`src/design/ctm_params.svh`:
```
// Purpose: Offsets, field positions, reset values and timing counts of the compact timer
// Assumes: APB with 32-bit data, one aligned word per register
// Notes: Header holds definitions only
`ifndef CTM_PARAMS_SVH
`define CTM_PARAMS_SVH

`define CTM_OFS_CLK_EN_CTRL 12'h000
`define CTM_OFS_MODE_OUT_CTRL 12'h004
`define CTM_OFS_CNT_LOW 12'h008
`define CTM_OFS_CNT_HIGH 12'h00C
`define CTM_OFS_CMPA_LOW 12'h010
`define CTM_OFS_CMPA_HIGH 12'h014
`define CTM_OFS_PERIOD_CMP 12'h018
`define CTM_OFS_STATUS 12'h01C

`define CTM_RST_CLK_EN_CTRL 8'h00
`define CTM_RST_MODE_OUT_CTRL 8'h00
`define CTM_RST_CMP 8'h00

`define CTM_BIT_PAUSE 7
`define CTM_BIT_CKSEL_HI 6
`define CTM_BIT_CKSEL_LO 4
`define CTM_BIT_ON 3
`define CTM_BIT_MODE_HI 7
`define CTM_BIT_MODE_LO 6
`define CTM_BIT_PINF_HI 5
`define CTM_BIT_PINF_LO 4
`define CTM_BIT_INIT_LVL 3
`define CTM_BIT_INVERT 2
`define CTM_BIT_SWAP 1
`define CTM_BIT_CLRSRC 0

`define CTM_STAT_MATCH_A 0
`define CTM_STAT_MATCH_P 1

`define CTM_DIV_SYS4 4
`define CTM_DIV_HIGH16 16
`define CTM_DIV_HIGH64 64

`endif

```
`src/design/ctm_pkg.sv`:
```
// Purpose: Types shared by the compact timer
// Assumes: Constants live in ctm_params.svh
// Notes: Encodings follow the control register fields
package ctm_pkg;

   typedef enum logic [1:0] {
      CTM_MODE_COMPARE = 2'h0,
      CTM_MODE_UNDEF = 2'h1,
      CTM_MODE_PWM = 2'h2,
      CTM_MODE_TIMER = 2'h3
   } ctm_mode_t;

   typedef enum logic [2:0] {
      CTM_CK_SYS_DIV4 = 3'h0,
      CTM_CK_SYS = 3'h1,
      CTM_CK_HIGH_DIV16 = 3'h2,
      CTM_CK_HIGH_DIV64 = 3'h3,
      CTM_CK_LOW_A = 3'h4,
      CTM_CK_LOW_B = 3'h5,
      CTM_CK_EXT_RISE = 3'h6,
      CTM_CK_EXT_FALL = 3'h7
   } ctm_clk_sel_t;

endpackage : ctm_pkg

```
`src/design/ctm_compact_timer.sv`:
```
// Purpose: 16-bit count-up compact timer with two comparators and one output pin, APB slave
// Assumes: Internal clock ticks arrive as single-cycle strobes from clk_sys domain
// Notes: Counting uses count enables on clk_sys; external and low-speed clocks are synchronised
//
// Contract
// - 16-bit up counter; A compares all bits, P compares top eight bits.
// - Counter cleared on counter_on rising; software cannot otherwise change it.
// - Overflow or selected comparator match clears counter; only comparator matches raise a flag, overflow sets none.
// - counter_pause holds the counter; counting resumes from the held value.
// - clock_select picks divided system, high, low-speed or external edge clock.
// - counter_on low stops counting and keeps the counter value.
// - counter_on rising returns the pin to its initial level in compare/PWM modes.
// - Unused bits 2 to 0 of the clock and enable control read as zero.
// - Mode decode: 00 compare, 01 undefined, 10 PWM, 11 timer/counter.
// - Timer/counter mode leaves the pin undefined; pin function bits unused.
// - Compare mode on A match: none, low, high, or toggle per pin function.
// - PWM pin function: inactive, active, waveform, undefined.
// - A match requesting the present initial level gives no visible change.
// - Initial level sets compare-mode start level and PWM active polarity.
// - output_invert inverts the pin, except in timer/counter mode.
// - duty_period_swap chooses which comparator sets PWM period and duty.
// - Clear source: A match, or P match with overflow when P value zero.
// - Clear source ignored in PWM mode.
// - Counter read-only pair, comparator A read/write pair, P single register.
// - P value zero gives 65536 clocks period, otherwise 256 times value.
// - Compare mode flags: source P raises both, source A only A.
// - Low bytes pass a buffer; high-byte write commits, high-byte read latches.
//
// Implementation choices: register access over APB and the register offsets.
`timescale 1ns/1ps
`include "ctm_params.svh"

module ctm_compact_timer
   import ctm_pkg::*;
#(
   parameter int CNT_WIDTH = 16,
   parameter int HIGH_DIV16 = `CTM_DIV_HIGH16,
   parameter int HIGH_DIV64 = `CTM_DIV_HIGH64
) (
   // Clock and reset
   input wire logic clk_sys,
   input wire logic rst,
   // APB slave
   input wire logic psel,
   input wire logic penable,
   input wire logic pwrite,
   input wire logic [11:0] paddr,
   input wire logic [31:0] pwdata,
   input wire logic [3:0] pstrb,
   output logic [31:0] prdata,
   output logic pready,
   output logic pslverr,
   // Clock sources
   input wire logic highClkTick,
   input wire logic lowSpeedClk,
   input wire logic extClockPin,
   // Timer output pin and events
   output logic timerOutputPin,
   output logic matchAPulse,
   output logic matchPPulse
);

   // The dividers are fixed-width counters, so only these ratios can be served
   if (CNT_WIDTH != 16 || HIGH_DIV16 != 16 || HIGH_DIV64 != 64) begin : g_paramCheck
      $error("unsupported counter width or high-clock divider");
   end

   logic [7:0] clkEnCtrl_q;
   logic [7:0] modeCtrl_q;
   logic [15:0] counter_q;
   logic [15:0] cmpA_q;
   logic [7:0] cmpP_q;
   logic [7:0] lowBuf_q;
   logic [1:0] statFlags_q;
   logic onPrev_q;
   logic pin_q;
   logic [1:0] sysDiv_q;
   logic [5:0] highDiv_q;
   logic [1:0] extSync_q;
   logic extPrev_q;
   logic [1:0] lowSync_q;
   logic lowPrev_q;
   logic [31:0] prdata_q;
   logic pready_q;
   logic pslverr_q;
   logic matchA_q;
   logic matchP_q;

   logic counterOn;
   logic counterPause;
   ctm_clk_sel_t clkSel;
   ctm_mode_t opMode;
   logic [1:0] pinFunc;
   logic initLevel;
   logic invert;
   logic swap;
   logic clrSrc;
   logic tick;
   logic onRise;
   logic matchA;
   logic matchP;
   logic overflow;
   logic clearCnt;
   logic accessW;
   logic accessR;
   logic hitAddr;
   logic countEn;
   logic selClkEn;
   logic selMode;
   logic selCmpALow;
   logic selCmpAHigh;
   logic selCntHigh;
   logic selPeriod;
   logic selStatus;

   function automatic logic wordHit(input logic [11:0] addr);
      wordHit = (addr == `CTM_OFS_CLK_EN_CTRL) || (addr == `CTM_OFS_MODE_OUT_CTRL) ||
                (addr == `CTM_OFS_CNT_LOW) || (addr == `CTM_OFS_CNT_HIGH) ||
                (addr == `CTM_OFS_CMPA_LOW) || (addr == `CTM_OFS_CMPA_HIGH) ||
                (addr == `CTM_OFS_PERIOD_CMP) || (addr == `CTM_OFS_STATUS);
   endfunction : wordHit

   // Edge of a synchronised level; both flops are already on clk_sys
   function automatic logic edgeSeen(input logic cur, input logic prev, input logic rising);
      edgeSeen = rising ? (cur && !prev) : (!cur && prev);
   endfunction : edgeSeen

   // PWM active while the duty value is above the count
   function automatic logic pwmActive(input logic [15:0] duty, input logic [15:0] count);
      pwmActive = duty > count;
   endfunction : pwmActive

   assign counterOn = clkEnCtrl_q[`CTM_BIT_ON];
   assign counterPause = clkEnCtrl_q[`CTM_BIT_PAUSE];
   assign clkSel = ctm_clk_sel_t'(clkEnCtrl_q[`CTM_BIT_CKSEL_HI:`CTM_BIT_CKSEL_LO]);
   assign opMode = ctm_mode_t'(modeCtrl_q[`CTM_BIT_MODE_HI:`CTM_BIT_MODE_LO]);
   assign pinFunc = modeCtrl_q[`CTM_BIT_PINF_HI:`CTM_BIT_PINF_LO];
   assign initLevel = modeCtrl_q[`CTM_BIT_INIT_LVL];
   assign invert = modeCtrl_q[`CTM_BIT_INVERT];
   assign swap = modeCtrl_q[`CTM_BIT_SWAP];
   assign clrSrc = modeCtrl_q[`CTM_BIT_CLRSRC];

   // Single-cycle APB answer in the access phase
   assign accessW = psel && penable && pwrite && !pready_q;
   assign accessR = psel && penable && !pwrite && !pready_q;
   assign hitAddr = wordHit(paddr);
   assign onRise = counterOn && !onPrev_q;
   // Counting runs only while on and not paused
   assign countEn = counterOn && !counterPause && tick;

   // Register selects shared by the write, buffer and status paths
   assign selClkEn = (paddr == `CTM_OFS_CLK_EN_CTRL);
   assign selMode = (paddr == `CTM_OFS_MODE_OUT_CTRL);
   assign selCmpALow = (paddr == `CTM_OFS_CMPA_LOW);
   assign selCmpAHigh = (paddr == `CTM_OFS_CMPA_HIGH);
   assign selCntHigh = (paddr == `CTM_OFS_CNT_HIGH);
   assign selPeriod = (paddr == `CTM_OFS_PERIOD_CMP);
   assign selStatus = (paddr == `CTM_OFS_STATUS);

   // Clock source dividers and synchronisers
   always_ff @(posedge clk_sys) begin
      if (rst) begin
         sysDiv_q <= 2'h0;
      end else begin
         sysDiv_q <= sysDiv_q + 2'h1;
      end
   end

   always_ff @(posedge clk_sys) begin
      if (rst) begin
         highDiv_q <= 6'h00;
      end else if (highClkTick) begin
         highDiv_q <= highDiv_q + 6'h01;
      end
   end

   // Only the second flop of each synchroniser is read; the first may be metastable
   always_ff @(posedge clk_sys) begin
      if (rst) begin
         extSync_q <= 2'h0;
         extPrev_q <= 1'b0;
         lowSync_q <= 2'h0;
         lowPrev_q <= 1'b0;
      end else begin
         extSync_q <= {extSync_q[0], extClockPin};
         extPrev_q <= extSync_q[1];
         lowSync_q <= {lowSync_q[0], lowSpeedClk};
         lowPrev_q <= lowSync_q[1];
      end
   end

   // At most one count enable per cycle, whichever source is selected
   always_comb begin
      tick = 1'b0;
      unique case (clkSel)
         CTM_CK_SYS_DIV4: tick = (sysDiv_q == 2'h3);
         CTM_CK_SYS: tick = 1'b1;
         CTM_CK_HIGH_DIV16: tick = highClkTick && (highDiv_q[3:0] == 4'(HIGH_DIV16 - 1));
         CTM_CK_HIGH_DIV64: tick = highClkTick && (highDiv_q == 6'(HIGH_DIV64 - 1));
         CTM_CK_LOW_A, CTM_CK_LOW_B: tick = edgeSeen(lowSync_q[1], lowPrev_q, 1'b1);
         CTM_CK_EXT_RISE: tick = edgeSeen(extSync_q[1], extPrev_q, 1'b1);
         CTM_CK_EXT_FALL: tick = edgeSeen(extSync_q[1], extPrev_q, 1'b0);
      endcase
   end

   // Comparators and clear decision
   always_comb begin
      matchA = tick && (counter_q == cmpA_q) && (cmpA_q != 16'h0000);
      // P matches on the last count below P times 256, so the period is exactly P times 256 ticks
      matchP = tick && (counter_q[15:8] == cmpP_q - 8'h01) && (cmpP_q != 8'h00) &&
               (counter_q[7:0] == 8'hFF);
      overflow = tick && (counter_q == 16'hFFFF);
      if (opMode == CTM_MODE_PWM) begin
         clearCnt = swap ? matchA : matchP;
      end else if (clrSrc) begin
         clearCnt = matchA;
      end else begin
         clearCnt = matchP || (overflow && cmpP_q == 8'h00);
      end
   end

   // Counter
   always_ff @(posedge clk_sys) begin
      if (rst) begin
         counter_q <= 16'h0000;
         onPrev_q <= 1'b0;
      end else begin
         onPrev_q <= counterOn;
         if (onRise) begin
            counter_q <= 16'h0000;
         end else if (countEn) begin
            counter_q <= clearCnt ? 16'h0000 : counter_q + 16'h0001;
         end
      end
   end

   // Match events and sticky status
   always_ff @(posedge clk_sys) begin
      if (rst) begin
         matchA_q <= 1'b0;
         matchP_q <= 1'b0;
      end else begin
         // P stays silent in compare and timer modes when A is the clear source
         matchA_q <= countEn && matchA;
         matchP_q <= countEn && matchP &&
                     ((opMode == CTM_MODE_PWM) || !clrSrc);
      end
   end

   always_ff @(posedge clk_sys) begin
      if (rst) begin
         statFlags_q <= 2'h0;
      end else begin
         // Set wins over a software clear in the same cycle
         statFlags_q <= (statFlags_q & ~((accessW && pstrb[0] && selStatus) ? pwdata[1:0] : 2'h0)) |
                        {matchP_q, matchA_q};
      end
   end

   // Output pin
   // Moves one cycle after the match flag, so flag and pin stay in step
   always_ff @(posedge clk_sys) begin
      if (rst) begin
         pin_q <= 1'b0;
      end else if (onRise && opMode != CTM_MODE_TIMER) begin
         pin_q <= initLevel;
      end else if (opMode == CTM_MODE_COMPARE) begin
         if (matchA_q) begin
            unique case (pinFunc)
               2'h0: pin_q <= pin_q;
               2'h1: pin_q <= 1'b0;
               2'h2: pin_q <= 1'b1;
               2'h3: pin_q <= !pin_q;
            endcase
         end
      end else if (opMode == CTM_MODE_PWM) begin
         unique case (pinFunc)
            2'h0: pin_q <= !initLevel;
            2'h1: pin_q <= initLevel;
            2'h2: pin_q <= pwmActive(swap ? {cmpP_q, 8'h00} : cmpA_q, counter_q) ? initLevel : !initLevel;
            2'h3: pin_q <= pin_q;
         endcase
      end
   end

   // Inverted in compare and PWM modes, held low in timer/counter mode
   always_ff @(posedge clk_sys) begin
      if (rst) begin
         timerOutputPin <= 1'b0;
      end else begin
         timerOutputPin <= (opMode == CTM_MODE_TIMER) ? 1'b0 : (pin_q ^ invert);
      end
   end

   always_ff @(posedge clk_sys) begin
      if (rst) begin
         matchAPulse <= 1'b0;
         matchPPulse <= 1'b0;
      end else begin
         matchAPulse <= matchA_q;
         matchPPulse <= matchP_q;
      end
   end

   // Register writes
   always_ff @(posedge clk_sys) begin
      if (rst) begin
         clkEnCtrl_q <= `CTM_RST_CLK_EN_CTRL;
         modeCtrl_q <= `CTM_RST_MODE_OUT_CTRL;
         cmpA_q <= {`CTM_RST_CMP, `CTM_RST_CMP};
         cmpP_q <= `CTM_RST_CMP;
      end else if (accessW && pstrb[0]) begin
         // Writes with lane 0 clear are dropped without an error
         if (selClkEn) begin
            clkEnCtrl_q <= {pwdata[7:3], 3'h0};
         end
         if (selMode) begin
            modeCtrl_q <= pwdata[7:0];
         end
         if (selCmpAHigh) begin
            cmpA_q <= {pwdata[7:0], lowBuf_q};
         end
         if (selPeriod) begin
            cmpP_q <= pwdata[7:0];
         end
      end
   end

   // Low-byte buffer shared by the counter and comparator A pairs
   always_ff @(posedge clk_sys) begin
      if (rst) begin
         lowBuf_q <= 8'h00;
      end else if (accessW && pstrb[0] && selCmpALow) begin
         lowBuf_q <= pwdata[7:0];
      end else if (accessR && selCntHigh) begin
         lowBuf_q <= counter_q[7:0];
      end else if (accessR && selCmpAHigh) begin
         lowBuf_q <= cmpA_q[7:0];
      end
   end

   // Read data and response
   always_ff @(posedge clk_sys) begin
      if (rst) begin
         prdata_q <= 32'h00000000;
         pready_q <= 1'b0;
         pslverr_q <= 1'b0;
      end else begin
         pready_q <= psel && penable && !pready_q;
         pslverr_q <= psel && penable && !pready_q && !hitAddr;
         prdata_q <= 32'h00000000;
         if (accessR) begin
            unique case (paddr)
               `CTM_OFS_CLK_EN_CTRL: prdata_q <= {24'h000000, clkEnCtrl_q[7:3], 3'h0};
               `CTM_OFS_MODE_OUT_CTRL: prdata_q <= {24'h000000, modeCtrl_q};
               `CTM_OFS_CNT_LOW: prdata_q <= {24'h000000, lowBuf_q};
               `CTM_OFS_CNT_HIGH: prdata_q <= {24'h000000, counter_q[15:8]};
               `CTM_OFS_CMPA_LOW: prdata_q <= {24'h000000, lowBuf_q};
               `CTM_OFS_CMPA_HIGH: prdata_q <= {24'h000000, cmpA_q[15:8]};
               `CTM_OFS_PERIOD_CMP: prdata_q <= {24'h000000, cmpP_q};
               `CTM_OFS_STATUS: prdata_q <= {30'h00000000, statFlags_q};
               default: prdata_q <= 32'h00000000;
            endcase
         end
      end
   end

   assign prdata = prdata_q;
   assign pready = pready_q;
   assign pslverr = pslverr_q;

endmodule : ctm_compact_timer

```
`config.mk`:
```
export PLATFORM = sky130hd
export DESIGN_NAME = ctm_compact_timer
export DESIGN_NICKNAME = d
export VERILOG_FILES = /design/src/design/ctm_pkg.sv /design/src/design/ctm_compact_timer.sv
export VERILOG_INCLUDE_DIRS = /design/src /design/src/design
export SDC_FILE = /design/constraint.sdc
export NUM_CORES = 1
export LEC_CHECK = 0
export BUFFER_PORTS_ARGS = -buffer_cell sky130_fd_sc_hd__clkbuf_2
export CAP_MARGIN = 20
export CORE_MARGIN = 2
export CORE_UTILIZATION = 50
export CTS_CLUSTER_DIAMETER = 40
export DETAILED_ROUTE_END_ITERATION = 7
export PLACE_DENSITY = 0.72
export SLEW_MARGIN = 0
export SYNTH_ARGS = -nofsm -noshare
export SYNTH_HDL_FRONTEND = slang
export SYNTH_SLANG_ARGS = --single-unit
```
`constraint.sdc`:
```
create_clock -name clk_sys -period 3.35 [get_ports clk_sys]
set_input_delay 0.1675 -clock clk_sys [delete_from_list [all_inputs] [get_ports clk_sys]]
set_output_delay 0.1675 -clock clk_sys [all_outputs]
set_load 0.05 [all_outputs]
```
==> impl_metrics.ini <==
[status]
status = finished, final reports clean

[synth]
ys_seq_area_frac = 0.348
synth_top_family_by_area = simple AND/OR/NAND/NOR gates
synth_edf_count = 0
syn_area_per_cell_sq_um = 8.34
syn_area_sq_mm = 0.00541
synth_fa_ha_area_frac = 0.0578
synth-simple-area-share = 0.246
synth_compound_area_frac = 0.128
netlist.area_leader.share = 0.348
synthTopCellsByArea = dfxtp_1 35%, ha_1 5.8%, nand2_1 5.5%
synth_xor_xnor_area_share = 0.0761
synthMostInstantiatedCell = dfxtp_1
async_flop_share = 0
ys.flop_type = dfxtp_1
ys_ff_latch = 94
synth.distinct_cells = 58
yosysWarnings = 0
synth_commonest_cells = 94 x dfxtp_1, 79 x nand2_1, 44 x a21oi_1
synthCells = 649
synth_mux_area_frac = 0.0601
synth_largest_area_cell = dfxtp_1

[sta]
slew_viol_final = 0
layout_min_cycle_time_ps = 2950
final-setup-viol-count = 0
worst_pin_slew_ps = 986
post-route-period-util = 0.882
grt_setup_unrepaired = no
hold_viol = 0
slew_headroom = 0.340
setup_tns_ps = 0
max_freq_ghz = 0.339
skew_ps = 9.34

[critical_path]
r2r_end = pin_q
rr_startpoint = modeCtrl_q[1]
crit_path_max_fanout = 10
worstSetupPathType = flop to flop
path_buf_inv = 1
required_ps = 3650
cpMaxStageDelayCell = dfxtp_1
cp-end-kind = flop
critPathTopFamily = simple AND/OR/NAND/NOR gates
slowest_delay_ps = 570
crit_chain = buf_4, mux2_2, ha_1, nand2_1, or3_1, or3_1, o31ai_1, a21oi_1, o31ai_1
cp-start-kind = flop
rrSetupSlack_ps = 400
worstPathArrival_ps = 3250
reg2reg_depth = 9

[final_layout]
fin_area_sq_mm = 0.00586
syn2layout_area_growth_pct = 8.30
layout.nets = 761
n_antenna_cell = 0
final_cells = 821
drive_gt1_frac = 0.137

[floorplanning]
die_x_um = 108
initial_core_util = 0.520
die_area_sq_mm = 0.0117
pin_count = 93
fp.dieH_um = 108
fp-row-count = 37
coreArea_sq_mm = 0.0104

[power]
internal-power_mw = 1.45
p_sw_mw = 0.597
pwr-share-comb = 0.074
seqPwrFrac = 0.552
switching_share = 0.291
clockPowerShare = 0.375
peakVddDrop_mv = 0.288
pwr_density_cell_mw_per_mm2 = 350
p_leak_nw = 2.26

[clock_tree]
cts_tree = yes
htreeDepth = 3
clkTransAtPathRegs_ps = 110
clock_sinks = 94
cts_buffer_depth = 2
clk-insertion-delay-late_ps = 380
cts_root_buf = clkbuf_8
cts_resized = 0
cts_buffers = 9

[place]
io_buffers = 41
dp.cells = 803
hpwl_um = 10500
dpl_cell_area_sq_mm = 0.00565
place.gp.congestion = 0.986

[detailed_routing]
firstDrtPassIters = 6
viasPerCell = 5.85
drc = 0
routed_wl_um = 14200
routedWlPerCell_um = 17.3
drt-initial-drc-count = 551
drtAntennaViolNets = 0
vias = 4805

[worst_hold_path]
min_path_cells = 2
min_to = extSync_q[0]
hold_start = extClockPin
min_path_type = input port to flop

[global_route]
grt_pass1_wl_um = 22500
track_usage = 0.248
gr-total-overflow = 0
grt_max_degree = 55
grt_pass1_vias = 4364
antenna_found_initial = 0

[flow_run]
maxCapViolations = 0
## power groups by stage
stage	Combinational (mW)	Clock, mW	Sequential, mW
after detailed placement	0.149	0	1.16
after global placement	0.145	0	1.16
after floorplan	0.129	0	1.16
after CTS	0.150	0.778	1.13
final	0.151	0.768	1.13
after global routing	0.162	0.818	1.13
## sequential cells by signal, summed over array words and instances (netlist names), 2 cells and up
| signal | count |
|---|---|
| sysDiv_q | 2 |
| counter_q | 16 |
| lowSync_q | 2 |
| highDiv_q | 6 |
| lowBuf_q | 8 |
| extSync_q | 2 |
| cmpA_q | 16 |
| prdata | 8 |
| clkEnCtrl_q | 5 |
| cmpP_q | 8 |
| statFlags_q | 2 |
| modeCtrl_q | 8 |
## worst max path at each step
stage / start / endpoint / slack (ps) / cells past startpoint
2_1_floorplan: modeCtrl_q[1] / pin_q / 470 / 10
3_3_place_gp: modeCtrl_q[1] / pin_q / 550 / 9
3_5_place_dp: modeCtrl_q[1] / pin_q / 500 / 9
4_1_cts: modeCtrl_q[1] / pin_q / 470 / 9
5_1_grt: modeCtrl_q[1] / pin_q / 280 / 9
6_report: modeCtrl_q[1] / pin_q / 400 / 9
## per-layer routing
metal	part of all wire	GRT usage
met2	0.46	0.400
met3	0.087	0.0452
met5	0	0
met1	0.43	0.333
met4	0.029	0.0879
## timing repair
action,CTS,global route
endpoints found under the hold margin,1,0
buffers inserted,0,0
hold buffers,1,0
## area by class of cell
| class | count | area [sq um] |
|---|---|---|
| Clock buffer | 9 | 124 |
| Clock inverter | 7 | 75.1 |
| Fill cell | 969 | 4560 |
| Inverter | 33 | 124 |
| Multi-Input combinational cell | 485 | 3160 |
| Sequential cell | 94 | 1880 |
| Tap cell | 136 | 170 |
| Timing Repair Buffer | 57 | 325 |
## cell usage in the layout, fill, tap and decap left out, types with 24 or more instances in the layout
| cell type | count |
|---|---|
| clkbuf_2 | 41 |
| a21oi_1 | 44 |
| xnor2_1 | 27 |
| inv_1 | 33 |
| nor2_1 | 39 |
| conb_1 | 24 |
| nand2_1 | 79 |
| ha_1 | 25 |
| nor3_1 | 30 |
| dfxtp_1 | 94 |
## stage by stage
stage                     setup WS, ps   util  power (mW)  hold slack, ps
after floorplan                    474      -        1.29             296
after global placement             548  0.542        1.30             374
after detailed placement           500  0.542        1.31             379
after CTS                          474  0.562        2.06            5.53
after global routing               278  0.563        2.11            14.7
final                              396  0.563        2.05            2.75
## cells by family (layout without fill, tap and decap cells)
kind of cell,Yosys count,after routing
AND/OR/NAND/NOR,254,254
AO/OA/AOI/OAI,104,104
flip-flops,94,94
multiplexers,31,31
adder cells (fa/ha/maj),25,25
buffers and inverters,93,106
XOR/XNOR,47,47
other,1,24
Note: power is estimated with default switching activity, not from simulation.
